===== src/include/mrpl_pkg.sv =====
// constants, types and helpers for the module reset and protection latch block
// assumes one clock domain and an 8-bit byte-offset register port
package mrpl_pkg;
  localparam int AW = 8;
  localparam int DW = 32;
  localparam int NLATCH = 2;
  localparam logic [1:0] INIT_CYCLES = 2'h2;
  localparam logic [1:0] INIT_LAST = INIT_CYCLES - 2'h1;

  localparam logic [AW-1:0] OFS_CTRL = 8'h00;
  localparam logic [AW-1:0] OFS_STATUS = 8'h04;
  localparam logic [AW-1:0] OFS_CAUSE = 8'h08;
  localparam logic [AW-1:0] OFS_ACT = 8'h0C;
  localparam logic [AW-1:0] OFS_CFG0 = 8'h10;
  localparam logic [AW-1:0] OFS_CFG_STEP = 8'h04;

  localparam int CTRL_RE_DONE = 0;
  localparam int CTRL_BUSM = 1;
  localparam int CTRL_SWRST = 2;

  localparam int STS_STATE_LSB = 0;
  localparam int STS_BUSM = 4;
  localparam int STS_BLK = 5;
  localparam int STS_SEE = 6;
  localparam int STS_RT = 7;

  localparam int CFG_LO_LSB = 0;
  localparam int CFG_HI_LSB = 8;
  localparam int CFG_MODE_LSB = 16;
  localparam logic [1:0] MODE_BLK_RD = 2'h0;
  localparam logic [1:0] MODE_BLK_WR = 2'h1;
  localparam logic [1:0] MODE_BLK_RW = 2'h2;

  typedef enum logic [1:0] {
    CAUSE_NONE = 2'h0,
    CAUSE_POR = 2'h1,
    CAUSE_WDOG = 2'h2,
    CAUSE_PROG = 2'h3
  } mrpl_cause_t;

  typedef enum logic [1:0] {
    ST_INIT = 2'h0,
    ST_SEE = 2'h1,
    ST_RE = 2'h2,
    ST_RT = 2'h3
  } mrpl_state_t;

  typedef struct packed {
    logic [1:0] mode;
    logic [7:0] rgn_hi;
    logic [7:0] rgn_lo;
  } mrpl_cfg_t;

  // lo above hi is an empty region, so a fresh latch covers nothing
  localparam mrpl_cfg_t CFG_RST = '{mode: MODE_BLK_WR, rgn_hi: 8'h00, rgn_lo: 8'hFF};

  function automatic logic mode_rd(input logic [1:0] m);
    mode_rd = (m == MODE_BLK_RD) || (m == MODE_BLK_RW);
  endfunction : mode_rd

  function automatic logic mode_wr(input logic [1:0] m);
    mode_wr = (m == MODE_BLK_WR) || (m == MODE_BLK_RW);
  endfunction : mode_wr

  function automatic logic in_rgn(input mrpl_cfg_t c, input logic [7:0] a);
    in_rgn = (a >= c.rgn_lo) && (a <= c.rgn_hi);
  endfunction : in_rgn

  // new setting keeps every block the old one had
  function automatic logic cfg_grows(input mrpl_cfg_t o, input mrpl_cfg_t n);
    logic empty;
    empty = o.rgn_lo > o.rgn_hi;
    cfg_grows = (empty || (n.rgn_lo <= o.rgn_lo && n.rgn_hi >= o.rgn_hi))
      && (!mode_rd(o.mode) || mode_rd(n.mode)) && (!mode_wr(o.mode) || mode_wr(n.mode))
      && (n.mode != 2'h3);
  endfunction : cfg_grows
endpackage : mrpl_pkg


===== src/design/mrpl_latch.sv =====
// one storage protection latch with one address region
// assumes init is a registered level from the reset orchestrator
`timescale 1ns/100ps
module mrpl_latch
  import mrpl_pkg::*;
(
  input wire logic clk,
  input wire logic init,
  input wire logic activate,
  input wire logic cfg_we,
  input mrpl_cfg_t cfg_wdata,
  input wire logic [7:0] acc_addr,
  output logic active,
  output mrpl_cfg_t cfg,
  output logic blk_rd,
  output logic blk_wr
);
  // no clear path other than init
  always_ff @(posedge clk or posedge init) begin
    if (init) begin
      active <= 1'b0;
    end else if (activate) begin
      active <= 1'b1;
    end
  end

  always_ff @(posedge clk or posedge init) begin
    if (init) begin
      cfg <= CFG_RST;
    end else if (cfg_we && (!active || cfg_grows(cfg, cfg_wdata))) begin
      cfg <= cfg_wdata;
    end
  end

  always_comb begin
    blk_rd = active && in_rgn(cfg, acc_addr) && mode_rd(cfg.mode);
    blk_wr = active && in_rgn(cfg, acc_addr) && mode_wr(cfg.mode);
  end

  a_act_sticky: assert property (@(posedge clk) disable iff (init)
    active |=> active) else $error("latch left active without init");
  a_init_clears: assert property (@(posedge clk)
    init && $past(init) |-> !active && cfg == CFG_RST) else $error("init did not clear latch");
  a_cfg_grow: assert property (@(posedge clk) disable iff (init)
    active && $past(active) && cfg != $past(cfg) |-> cfg_grows($past(cfg), cfg))
    else $error("active latch lost protection");
  a_mode_codes: assert property (@(posedge clk) disable iff (init)
    !(cfg.mode == MODE_BLK_WR && blk_rd) && !(cfg.mode == MODE_BLK_RD && blk_wr))
    else $error("mode code blocks the wrong access");
endmodule : mrpl_latch


===== src/design/mrpl_top.sv =====
// module reset orchestrator with storage protection latches
// assumes ACCESS_SEE marks register requests that come from the secure environment
//
// The placing of the registers and the strobed register port were decided locally.
`timescale 1ns/100ps
module mrpl_top
  import mrpl_pkg::*;
(
  input wire logic REF_CLK,
  input wire logic RESET,
  input wire logic [AW-1:0] ADDR,
  input wire logic [DW-1:0] WDATA,
  input wire logic WR,
  input wire logic RD,
  input wire logic ACCESS_SEE,
  output logic [DW-1:0] RDATA,
  input wire logic WDOG_ATTN,
  input wire logic [7:0] STG_ADDR,
  input wire logic STG_RD,
  input wire logic STG_WR,
  output logic STG_RD_OK,
  output logic STG_WR_OK,
  output logic STG_BLOCKED,
  output logic INIT_OUT,
  output logic SEE_ACTIVE,
  output logic SEE_PROTECT,
  output logic RE_RUN,
  output logic RT_RUN,
  output logic BUSM_EN
);
  mrpl_state_t state;
  mrpl_state_t next_state;
  mrpl_cause_t cause;
  mrpl_cause_t next_cause;
  logic [1:0] init_cnt;
  logic init_q;
  logic blk_seen;
  logic trig;
  logic wr_ctrl;
  logic wr_status;
  logic wr_act;
  logic sw_rst;
  logic re_done;
  logic any_blk_rd;
  logic any_blk_wr;
  logic any_wr_prot;
  logic [NLATCH-1:0] act;
  logic [NLATCH-1:0] cfg_we;
  logic [NLATCH-1:0] lat_active;
  logic [NLATCH-1:0] lat_blk_rd;
  logic [NLATCH-1:0] lat_blk_wr;
  mrpl_cfg_t lat_cfg [NLATCH];
  mrpl_cfg_t cfg_wdata;

  // register offset match for the configuration word of latch n
  function automatic logic cfg_ofs_hit(input logic [AW-1:0] a, input int n);
    cfg_ofs_hit = (a == OFS_CFG0 + AW'(n) * OFS_CFG_STEP);
  endfunction : cfg_ofs_hit

  assign cfg_wdata = mrpl_cfg_t'(WDATA[CFG_MODE_LSB+1:CFG_LO_LSB]);
  assign wr_ctrl = WR && (ADDR == OFS_CTRL);
  assign wr_status = WR && (ADDR == OFS_STATUS);
  assign wr_act = WR && (ADDR == OFS_ACT);

  // runtime may only ask for a reset once it owns the module
  assign sw_rst = wr_ctrl && WDATA[CTRL_SWRST] && (ACCESS_SEE || state == ST_RT);
  // release needs at least one active write-blocking latch in place
  assign re_done = wr_ctrl && WDATA[CTRL_RE_DONE] && ACCESS_SEE && state == ST_RE
    && any_wr_prot;
  assign trig = WDOG_ATTN || sw_rst;

  always_comb begin
    next_state = state;
    next_cause = cause;
    if (trig) begin
      next_state = ST_INIT;
      next_cause = WDOG_ATTN ? CAUSE_WDOG : CAUSE_PROG;
    end else begin
      case (state)
        ST_INIT: begin
          if (init_cnt == INIT_LAST) begin
            next_state = ST_SEE;
          end
        end
        ST_SEE: begin
          next_state = ST_RE;
        end
        ST_RE: begin
          if (re_done) begin
            next_state = ST_RT;
          end
        end
        ST_RT: begin
          next_state = ST_RT;
        end
        default: begin
          next_state = ST_INIT;
        end
      endcase
    end
  end

  always_ff @(posedge REF_CLK or posedge RESET) begin
    if (RESET) begin
      state <= ST_INIT;
      cause <= CAUSE_POR;
    end else begin
      state <= next_state;
      cause <= next_cause;
    end
  end

  always_ff @(posedge REF_CLK or posedge RESET) begin
    if (RESET) begin
      init_cnt <= 2'h0;
    end else if (trig || state != ST_INIT) begin
      init_cnt <= 2'h0;
    end else begin
      init_cnt <= init_cnt + 2'h1;
    end
  end

  // the only driver of initialize is the orchestrator state
  always_ff @(posedge REF_CLK or posedge RESET) begin
    if (RESET) begin
      init_q <= 1'b1;
      INIT_OUT <= 1'b1;
    end else begin
      init_q <= (next_state == ST_INIT);
      INIT_OUT <= (next_state == ST_INIT);
    end
  end

  always_ff @(posedge REF_CLK or posedge RESET) begin
    if (RESET) begin
      SEE_ACTIVE <= 1'b0;
      SEE_PROTECT <= 1'b1;
      RE_RUN <= 1'b0;
      RT_RUN <= 1'b0;
    end else begin
      SEE_ACTIVE <= (next_state != ST_INIT);
      SEE_PROTECT <= (next_state != ST_RT);
      RE_RUN <= (next_state == ST_RE);
      RT_RUN <= (next_state == ST_RT);
    end
  end

  always_ff @(posedge REF_CLK or posedge RESET) begin
    if (RESET) begin
      BUSM_EN <= 1'b0;
    end else if (next_state == ST_INIT) begin
      BUSM_EN <= 1'b0;
    end else if (wr_ctrl && ACCESS_SEE) begin
      BUSM_EN <= WDATA[CTRL_BUSM];
    end
  end

  always_comb begin
    for (int i = 0; i < NLATCH; i++) begin
      act[i] = wr_act && WDATA[i];
      cfg_we[i] = WR && cfg_ofs_hit(ADDR, i);
    end
  end

  for (genvar g = 0; g < NLATCH; g++) begin : g_latch
    mrpl_latch u_latch (
      .clk(REF_CLK),
      .init(init_q),
      .activate(act[g]),
      .cfg_we(cfg_we[g]),
      .cfg_wdata(cfg_wdata),
      .acc_addr(STG_ADDR),
      .active(lat_active[g]),
      .cfg(lat_cfg[g]),
      .blk_rd(lat_blk_rd[g]),
      .blk_wr(lat_blk_wr[g])
    );
  end

  always_comb begin
    any_blk_rd = |lat_blk_rd;
    any_blk_wr = |lat_blk_wr;
    any_wr_prot = 1'b0;
    for (int i = 0; i < NLATCH; i++) begin
      any_wr_prot = any_wr_prot || (lat_active[i] && mode_wr(lat_cfg[i].mode));
    end
  end

  // grants lag the request by one cycle so they come from flops
  always_ff @(posedge REF_CLK or posedge RESET) begin
    if (RESET) begin
      STG_RD_OK <= 1'b0;
      STG_WR_OK <= 1'b0;
      STG_BLOCKED <= 1'b0;
    end else begin
      STG_RD_OK <= STG_RD && !any_blk_rd;
      STG_WR_OK <= STG_WR && !any_blk_wr;
      STG_BLOCKED <= (STG_RD && any_blk_rd) || (STG_WR && any_blk_wr);
    end
  end

  // sticky copy of the attention; a new block wins over a clear
  always_ff @(posedge REF_CLK or posedge RESET) begin
    if (RESET) begin
      blk_seen <= 1'b0;
    end else if ((STG_RD && any_blk_rd) || (STG_WR && any_blk_wr)) begin
      blk_seen <= 1'b1;
    end else if (init_q || (wr_status && WDATA[STS_BLK])) begin
      blk_seen <= 1'b0;
    end
  end

  always_ff @(posedge REF_CLK or posedge RESET) begin
    if (RESET) begin
      RDATA <= '0;
    end else if (!RD) begin
      RDATA <= '0;
    end else begin
      RDATA <= '0;
      case (ADDR)
        OFS_CTRL: begin
          RDATA[CTRL_BUSM] <= BUSM_EN;
        end
        OFS_STATUS: begin
          RDATA[STS_STATE_LSB+1:STS_STATE_LSB] <= state;
          RDATA[STS_BUSM] <= BUSM_EN;
          RDATA[STS_BLK] <= blk_seen;
          RDATA[STS_SEE] <= SEE_ACTIVE;
          RDATA[STS_RT] <= RT_RUN;
        end
        OFS_CAUSE: begin
          if (ACCESS_SEE) begin
            RDATA[1:0] <= cause;
          end
        end
        OFS_ACT: begin
          RDATA[NLATCH-1:0] <= lat_active;
        end
        default: begin
          for (int i = 0; i < NLATCH; i++) begin
            if (cfg_ofs_hit(ADDR, i)) begin
              RDATA[CFG_MODE_LSB+1:CFG_LO_LSB] <= lat_cfg[i];
            end
          end
        end
      endcase
    end
  end

  a_init_source: assert property (@(posedge REF_CLK) disable iff (RESET)
    $rose(init_q) |-> $past(trig)) else $error("initialize raised without module reset");
  a_init_width: assert property (@(posedge REF_CLK) disable iff (RESET)
    $rose(init_q) && !trig |=> init_q ##1 !init_q || trig)
    else $error("initialize pulse has wrong length");
  a_see_first: assert property (@(posedge REF_CLK) disable iff (RESET)
    $rose(RE_RUN) |-> $past(SEE_ACTIVE) && !RT_RUN)
    else $error("recovery engine ran before secure setup");
  a_re_before_rt: assert property (@(posedge REF_CLK) disable iff (RESET)
    $rose(RT_RUN) |-> $past(RE_RUN)) else $error("runtime launched before recovery engine");
  a_rt_no_intr: assert property (@(posedge REF_CLK) disable iff (RESET)
    state == ST_RE && !ACCESS_SEE && !WDOG_ATTN |=> state != ST_INIT)
    else $error("runtime interrupted the recovery engine");
  a_busm_held: assert property (@(posedge REF_CLK) disable iff (RESET)
    init_q |-> !BUSM_EN) else $error("bus master enabled during initialize");
  a_cause_hidden: assert property (@(posedge REF_CLK) disable iff (RESET)
    RD && !ACCESS_SEE && ADDR == OFS_CAUSE |=> RDATA == '0)
    else $error("reset cause visible outside secure environment");
  a_wr_block: assert property (@(posedge REF_CLK) disable iff (RESET)
    STG_WR && any_blk_wr |=> !STG_WR_OK && STG_BLOCKED) else $error("blocked write granted");
  a_rd_block: assert property (@(posedge REF_CLK) disable iff (RESET)
    STG_RD && |lat_blk_rd |=> !STG_RD_OK) else $error("covered read granted");
  a_wp_first: assert property (@(posedge REF_CLK) disable iff (RESET)
    $rose(RT_RUN) |-> $past(any_wr_prot)) else $error("runtime launched without write protect");
  a_init_follows: assert property (@(posedge REF_CLK) disable iff (RESET)
    trig |=> INIT_OUT && !RE_RUN && !RT_RUN) else $error("module reset left blocks running");
  a_blk_sticky: assert property (@(posedge REF_CLK) disable iff (RESET)
    (STG_RD && any_blk_rd) || (STG_WR && any_blk_wr) |=> blk_seen)
    else $error("blocked access not recorded");

  c_reach_rt: cover property (@(posedge REF_CLK) disable iff (RESET) $rose(RT_RUN));
  c_blocked: cover property (@(posedge REF_CLK) disable iff (RESET) STG_BLOCKED);
  c_sw_reset: cover property (@(posedge REF_CLK) disable iff (RESET) state == ST_RT && sw_rst);
  c_wdog_reset: cover property (@(posedge REF_CLK) disable iff (RESET) RT_RUN && WDOG_ATTN);
endmodule : mrpl_top


===== config.mk =====
export PLATFORM = sky130hd
export DESIGN_NAME = mrpl_top
export DESIGN_NICKNAME = d
export VERILOG_FILES = /design/src/include/mrpl_pkg.sv /design/src/design/mrpl_latch.sv /design/src/design/mrpl_top.sv
export SDC_FILE = /design/constraint.sdc
export NUM_CORES = 1
export LEC_CHECK = 0
export BUFFER_PORTS_ARGS = -buffer_cell sky130_fd_sc_hd__clkbuf_2
export CELL_PAD_IN_SITES_DETAIL_PLACEMENT = 0
export CELL_PAD_IN_SITES_GLOBAL_PLACEMENT = 1
export CORE_UTILIZATION = 45
export CTS_BUF_LIST = sky130_fd_sc_hd__clkbuf_16
export DETAILED_ROUTE_END_ITERATION = 7
export HOLD_SLACK_MARGIN = 0.03
export PLACE_DENSITY_LB_ADDON = 0.1
export SYNTH_ARGS = -nofsm -noshare
export SYNTH_HDL_FRONTEND = slang
export SYNTH_HIERARCHICAL = 1
export SYNTH_SLANG_ARGS = --single-unit

===== constraint.sdc =====
create_clock -name REF_CLK -period 1.01 [get_ports REF_CLK]
set_input_delay 0.202 -clock REF_CLK [delete_from_list [all_inputs] [get_ports REF_CLK]]
set_output_delay 0.202 -clock REF_CLK [all_outputs]
set_load 0.01 [all_outputs]

==> run_results.csv, run 1 <==
group,metric,value,unit
synthesis,synth.top_cell.area_share,0.2053,
pwr,p_int,8.359,mW
clock_tree,clock-sinks,72,
synthesis,synth_top_area_cell,"dfrtp_1",
detailed_routing,viasPerCell,5.964,
setup_path,worstPathRequired,1.25,ns
timing,fmax,433.8,MHz
synthesis,ys_warn_count,6,
detailed_routing,wire_per_inst,22.35,um
pwr,powerDensity,1521,mW/mm^2
finish,diodes,0,
outcome,status,"finished, violations left",
setup_path,r2r_slack,-1.30,ns
pwr,p_sw_frac,0.4074,
outcome,violations,"negative setup slack",
setup_path,startpoint_type,"register",
finish,finalInstanceArea,0.009271,mm^2
clock_tree,cts_tree,"built",
timing,rsz0062_at_grt,"yes",
setup_path,end_kind,"register",
place,dp_hpwl,17130,um
pwr,power,14.11,mW
finish,post-route-util,0.6946,
floorplan,fp.dieH,119.5,um
setup_path,arrival,2.54,ns
global_route,grt_overflow_total,0,
floorplan,floorplan.initialDensity,0.4657,
run,cap_violations,0,
setup_path,worstSetupPathType,"register to register",
global_route,grt_max_degree,35,
place,port_buffers,68,
pwr,pwr-share-comb,0.550,
timing,final.min_clock_period,2.305,ns
synthesis,yosysSeqAreaShare,0.2941,
pwr,ir_worst_vdd,0.001058,V
place,postPlaceCellArea,0.008174,mm^2
detailed_routing,dr_wl_met3,1776,um
detailed_routing,wl_met1,9598,um
pwr,clockPowerShare,0.211,
setup_path,r2r_cells,11,
global_route,grt_pass1_vias,6601,
floorplan,fp.dieArea,0.01429,mm^2
finish,multiInputGateArea,0.004496,mm^2
synthesis,synth_adder_area_share,0.1832,
detailed_routing,drc,0,
detailed_routing,drtIter0Drc,526,
finish,seqCellArea,0.001828,mm^2
synthesis,synthCells,651,
synthesis,synthArstFlopShare,1.000,
synthesis,synth_compound_area_frac,0.2836,
hold_path,holdPathStages,2,
place,gp_congestion,0.9695,
hold_path,hp-class,"input port to register",
synthesis,synthSimpleGateAreaFrac,0.1403,
timing,hold_viol_final,0,
detailed_routing,top_layer_used,"met4",
timing,fin_worst_skew,0.006372,ns
clock_tree,cts_made_buffers,9,
clock_tree,cts.clk_slew.worst_paths,0.06,ns
finish,drive_gt1_frac,0.4816,
finish,final_nets,1041,
detailed_routing,route.met2.wl,11520,um
pwr,p_sw,5.747,mW
pwr,power.leakage,4.494,nW
clock_tree,clock_latency,0.35,ns
clock_tree,cts_max_path_buffers,2,
floorplan,core_area,0.01335,mm^2
global_route,antenna_found_initial,0,
synthesis,netlist_area,0.006216,mm^2
synthesis,synth_top_family_by_area,"compound AO/OA/AOI/OAI gates",
floorplan,pin_count,97,
place,dpl.cell_count,1035,
finish,layout.cells.non_filler,1075,
timing,post-route-period-util,2.283,
synthesis,synth_xor_area_frac,0.004227,
floorplan,die_width,119.5,um
detailed_routing,dr.pass1.iters,5,
synthesis,synth_edf_count,0,
clock_tree,cts_root_buffer,"clkbuf_16",
synthesis,syn_avg_cell_area,9.548,um^2
pwr,seq_power_share,0.239,
global_route,grt_pass1_wl,36590,um
place,post-place-ws,-1.338,ns
global_route,track_usage,0.3440,
timing,finalSetupViolCount,99,
finish,area_growth_syn_to_layout,49.15,%
synthesis,synthMuxAreaShare,0.007045,
detailed_routing,vias,6411,
synthesis,ys_types,58,
detailed_routing,ant_nets,0,
synthesis,ys_ff_latch,72,
detailed_routing,wl,24020,um
timing,slew_violations,0,
timing,setup_slack,-1.295,ns
setup_path,cp_max_fo,2,
floorplan,fp-row-count,42,
finish,nFillCells,1051,
clock_tree,htreeDepth,3,
synthesis,synth.area.top_cells,"dfrtp_1 21%, ha_1 18%, dfstp_2 8.9%",
synthesis,dominantRegCellSynth,"dfrtp_1",
## cell usage in the layout, fill, tap and decap left out, types with 4 or more instances in the layout
master	instances
buf_4	154
a21o_1	10
nor3_1	4
buf_12	20
o211ai_1	23
a21oi_4	4
and2_1	4
inv_2	13
a22oi_1	36
nor2b_1	8
clkbuf_2	60
ha_4	15
dfstp_2	21
buf_8	4
a2111o_1	34
nor4_4	4
a22oi_2	18
a21oi_2	9
o21a_1	5
o21ai_0	7
conb_1	14
nor2_1	28
ha_1	75
a211oi_2	4
dfrtp_1	51
clkbuf_16	9
inv_1	45
nand2_1	58
buf_6	20
o21ai_1	12
nand4_1	17
o211ai_2	18
and2_4	4
a21oi_1	15
## power groups by stage
| stage | Clock, mW | Sequential (mW) | Combinational (mW) |
|---|---|---|---|
| 2_1_floorplan | 0 | 3.43 | 3.33 |
| 3_3_place_gp | 0 | 3.39 | 6.63 |
| 3_5_place_dp | 0 | 3.40 | 6.80 |
| 4_1_cts | 3.00 | 3.36 | 7.42 |
| 5_1_grt | 3.11 | 3.40 | 8.20 |
| 6_report | 2.97 | 3.37 | 7.76 |
## cell type report
type,count,area share
timing repair buffer,263,0.2416
clock inverter,7,0.004184
multi-input combinational,489,0.4849
inverter,59,0.02416
sequential,72,0.1972
tap,176,0.02375
clock buffer,9,0.02429
## repair_timing
action	4_1_cts	5_1_grt
setup endpoints to repair	98	99
pin swaps	71	18
cloned	4	0
setup buffers	16	8
hold endpoints to repair	31	0
gates resized for setup	84	40
hold buffers	1	0
## cells in the mapped netlist, types with 8 or more instances
cell type and number:
o211ai_2 18, and2_1 8, nor2b_1 10, o21ai_0 18, dfrtp_1 51, nand4_1 17
a2111o_1 34, nand2_1 59, a21o_1 11, clkbuf_1 10, a21oi_1 24, inv_1 57
nor3_1 8, ha_1 91, a22oi_1 54, buf_4 18, nor2_1 30, dfstp_2 21
o211ai_1 23
## critical path, stage by stage (launching register included)
cell and delay (ns):
dfstp_2 0.56, ha_4 0.20, nand2b_4 0.13, a21o_1 0.16, a21oi_2 0.15, o21ai_2 0.07, a221oi_2 0.22, buf_4 0.18
nor4_4 0.05, o21ai_1 0.15, nand2_1 0.10, a31o_2 0.21
## sequential cells by signal, indices dropped and copies added, names as in the netlist, 2 cells and up
register,cells
g_latch.u_latch/cfg,36
cause,2
init_cnt,2
state,2
g_latch.u_latch/active,2
RDATA,18
## kinds of logic after synthesis
family | after synthesis
AOI/OAI and AO/OA | 215
xor gates and xnor gates | 3
adders and majority gates | 91
buffers and inverters | 104
DFF | 72
muxes | 4
other | 1
and+or+nand+nor | 161
## metal layers
metal,track usage,vias to the layer above
met5,0,-
met4,0.1953,0
li1,-,2927
met2,0.5697,280
met3,0.07510,83
met1,0.4118,3121
## metrics by stage
stage | TNS [ns] | hold WS, ns
floorplan | -48.27 | 0.2346
global placement | -64.00 | 0.2449
detailed placement | -64.95 | 0.2499
CTS | -53.70 | 0.1323
global route | -59.40 | 0.1293
finish | -54.49 | 0.1374
## final timing paths
kind	startpoint	to
worst min register to register	init_cnt[0]$_DFF_PP0_	init_cnt[0]$_DFF_PP0_
worst min-delay path	STG_WR	STG_WR_OK$_DFF_PP0_
min in group asynchronous	RESET	RDATA[3]$_DFF_PP0_
worst max register to register	g_latch[1].u_latch/cfg[0]$_DFFE_PP1P_	blk_seen$_DFFE_PP0P_
max in group asynchronous	RESET	SEE_PROTECT$_DFF_PP1_
worst max-delay path	g_latch[1].u_latch/cfg[0]$_DFFE_PP1P_	blk_seen$_DFFE_PP0P_
(Power assumes the default switching activity.)
==> run 2, diff against run 1 <==
CAP_MARGIN = 40   (was default)
SETUP_SLACK_MARGIN = 0.4   (was default)
SKIP_CTS_REPAIR_TIMING = 1   (was default)
==> run 2 against run 1 <==
The run ends with negative hold slack, negative setup slack left. Core utilization rose by 0.52 points. Die area did not move. Critical path depth stayed put. Final area is 0.76% higher. Via count rose by 0.16%. Register-to-register slack got worse by 0.10 ns. Routed wire length is 0.65% lower. Non-clock buffer count up 19. Count of clock-buffer cells in the layout unchanged. Sequential share of layout area shrank 0.13 points. Largest cell class unchanged.
==> run_results.csv, run 2 (synthesized netlist as in run 1, its figures left out) <==
group,metric,value,unit
outcome,status,"finished, violations left",
outcome,violations,"negative hold slack, negative setup slack",
pwr,powerDensity,1565,mW/mm^2
timing,hold_slack,-0.2270,ns
global_route,busiest_layer,"met2",
timing,tns,-55.03,ns
global_route,use_met3,0.06606,
finish,post-route-util,0.6999,
clock_tree,cts_tree,"built",
finish,final_nets,1059,
setup_path,cp_max_fo,2,
detailed_routing,viasPerCell,5.875,
run,cap_violations,0,
clock_tree,cts_made_buffers,9,
floorplan,fp.dieH,119.5,um
place,dp_hpwl,17640,um
detailed_routing,dr.pass1.iters,5,
setup_path,path_buf_inv,1,
detailed_routing,drc,0,
detailed_routing,wire_per_inst,21.84,um
timing,hold_viol_final,13,
timing,fmax,415.4,MHz
finish,area_growth_syn_to_layout,50.28,%
finish,nFillCells,1047,
detailed_routing,vias,6421,
pwr,power,14.62,mW
global_route,grt_pass1_vias,6457,
clock_tree,cts.clk_slew.worst_paths,0.06,ns
timing,slew_violations,0,
finish,final_cell_mix,"172 x buf_4, 73 x ha_1, 61 x clkbuf_2, 58 x nand2_1, 50 x dfrtp_1",
timing,final.min_clock_period,2.408,ns
finish,diodes,0,
setup_path,end_kind,"register",
setup_path,slowest_stage,"dfstp_2",
floorplan,floorplan.initialDensity,0.4657,
finish,top_register,"g_latch.u_latch/cfg",
clock_tree,cts_max_path_buffers,2,
global_route,met2_usage,0.5083,
setup_path,r2r_cells,11,
clock_tree,cts_root_buffer,"clkbuf_16",
detailed_routing,drtIter0Drc,451,
timing,rsz0062_at_grt,"yes",
pwr,power.leakage,4.549,nW
setup_path,reg2reg_to,"blk_seen$_DFFE_PP0P_",
finish,drive_gt1_frac,0.5016,
global_route,grt_max_degree,20,
global_route,grt_pass1_wl,34640,um
detailed_routing,wl,23870,um
setup_path,startpoint_type,"register",
setup_path,worstSetupPathType,"register to register",
global_route,antenna_found_initial,0,
setup_path,worstReg2RegStart,"g_latch[1].u_latch/cfg[0]$_DFFE_PP1P_",
pwr,ir_worst_vdd,0.001116,V
floorplan,pin_count,97,
floorplan,fp.dieArea,0.01429,mm^2
timing,fin_worst_skew,0.007927,ns
timing,finalSetupViolCount,97,
setup_path,arrival,2.65,ns
setup_path,cp_top_family,"compound AO/OA/AOI/OAI gates",
clock_tree,htreeDepth,3,
timing,setup_slack,-1.398,ns
timing,post-route-period-util,2.384,
global_route,grtUsageMet1,0.4030,
clock_tree,clock_latency,0.35,ns
global_route,track_usage,0.3227,
finish,mostFrequentLayoutCell,"buf_4",
setup_path,worstPathCellList,"ha_4, nand2b_4, a21o_1, a21oi_2, o21ai_2, a221oi_2, buf_4, nor4_4, o21ai_1, nand2_1, a31o_2",
finish,largest_reg_flops,36,
global_route,grt_overflow_total,0,
setup_path,r2r_slack,-1.40,ns
floorplan,die_width,119.5,um
floorplan,fp-row-count,42,
finish,top_regs,"g_latch.u_latch/cfg x36, RDATA x18",
setup_path,worstPathRequired,1.25,ns
place,port_buffers,68,
hold_path,hp-class,"input port to async pin",
detailed_routing,ant_nets,0,
clock_tree,clock-sinks,72,
setup_path,cpPeakStageDelay,0.58,ns
place,gp_congestion,0.9183,
floorplan,core_area,0.01335,mm^2
run 2: cell count changes in the layout (fill, tap and decap cells not counted), moves of 3 or more:
cell	change
buf_6	+13
buf_12	-12
inv_2	+3
buf_4	+18
inv_1	-4
clkbuf_16	+3
buf_16	-3
run 2: final cells by class:
class | count | area (um^2) | area share
multi-input combinational | 488 | 4481 | 0.4796
timing repair buffer | 282 | 2261 | 0.2420
sequential | 72 | 1829 | 0.1958
inverter | 59 | 235.2 | 0.02518
clock buffer | 9 | 225.2 | 0.02411
tap | 176 | 220.2 | 0.02357
clock inverter | 7 | 90.09 | 0.009644
run 2: worst max-delay path by stage:
stage / depth (start not counted) / startpoint / endpoint / slack, ns
floorplan: 9 / g_latch[0].u_latch/cfg[1]$_DFFE_PP1P_ / g_latch[0].u_latch/cfg[14]$_DFFE_PP0P_ / -1.10
global placement: 10 / g_latch[1].u_latch/cfg[0]$_DFFE_PP1P_ / blk_seen$_DFFE_PP0P_ / -1.43
detailed placement: 10 / g_latch[1].u_latch/cfg[0]$_DFFE_PP1P_ / blk_seen$_DFFE_PP0P_ / -1.44
CTS: 10 / g_latch[1].u_latch/cfg[0]$_DFFE_PP1P_ / blk_seen$_DFFE_PP0P_ / -1.47
global route: 11 / g_latch[1].u_latch/cfg[0]$_DFFE_PP1P_ / blk_seen$_DFFE_PP0P_ / -1.43
finish: 11 / g_latch[1].u_latch/cfg[0]$_DFFE_PP1P_ / blk_seen$_DFFE_PP0P_ / -1.40
run 2: through the flow:
stage                     hold WS [ns]  instance area, um^2  worst slack [ns]  instances
after global routing           -0.2150                 9341            -1.432       1093
after global placement          0.1335                 8085            -1.431       1045
after CTS                      -0.2283                 8401            -1.468       1061
after detailed placement        0.1445                 8085            -1.444       1045
final                          -0.2270                 9341            -1.398       1093
after floorplan                 0.1417                 6447            -1.104        664
run 2: report_power, final:
| group | leakage (nW) | total, mW | internal [mW] | switching (mW) |
|---|---|---|---|---|
| Clock | 0.162 | 3.50 | 2.15 | 1.35 |
| Combinational | 3.53 | 7.74 | 3.60 | 4.14 |
| Sequential | 0.857 | 3.38 | 3.19 | 0.180 |
| Total | 4.55 | 14.6 | 8.94 | 5.67 |
run 2: per-layer routing:
metal  share of wire  wire (um)  vias to the layer above
li1                -          -                     2956
met1            0.41       9893                     3125
met2            0.47      11280                      260
met3           0.062       1484                       80
met4           0.051       1208                        0
met5               0          0                        -
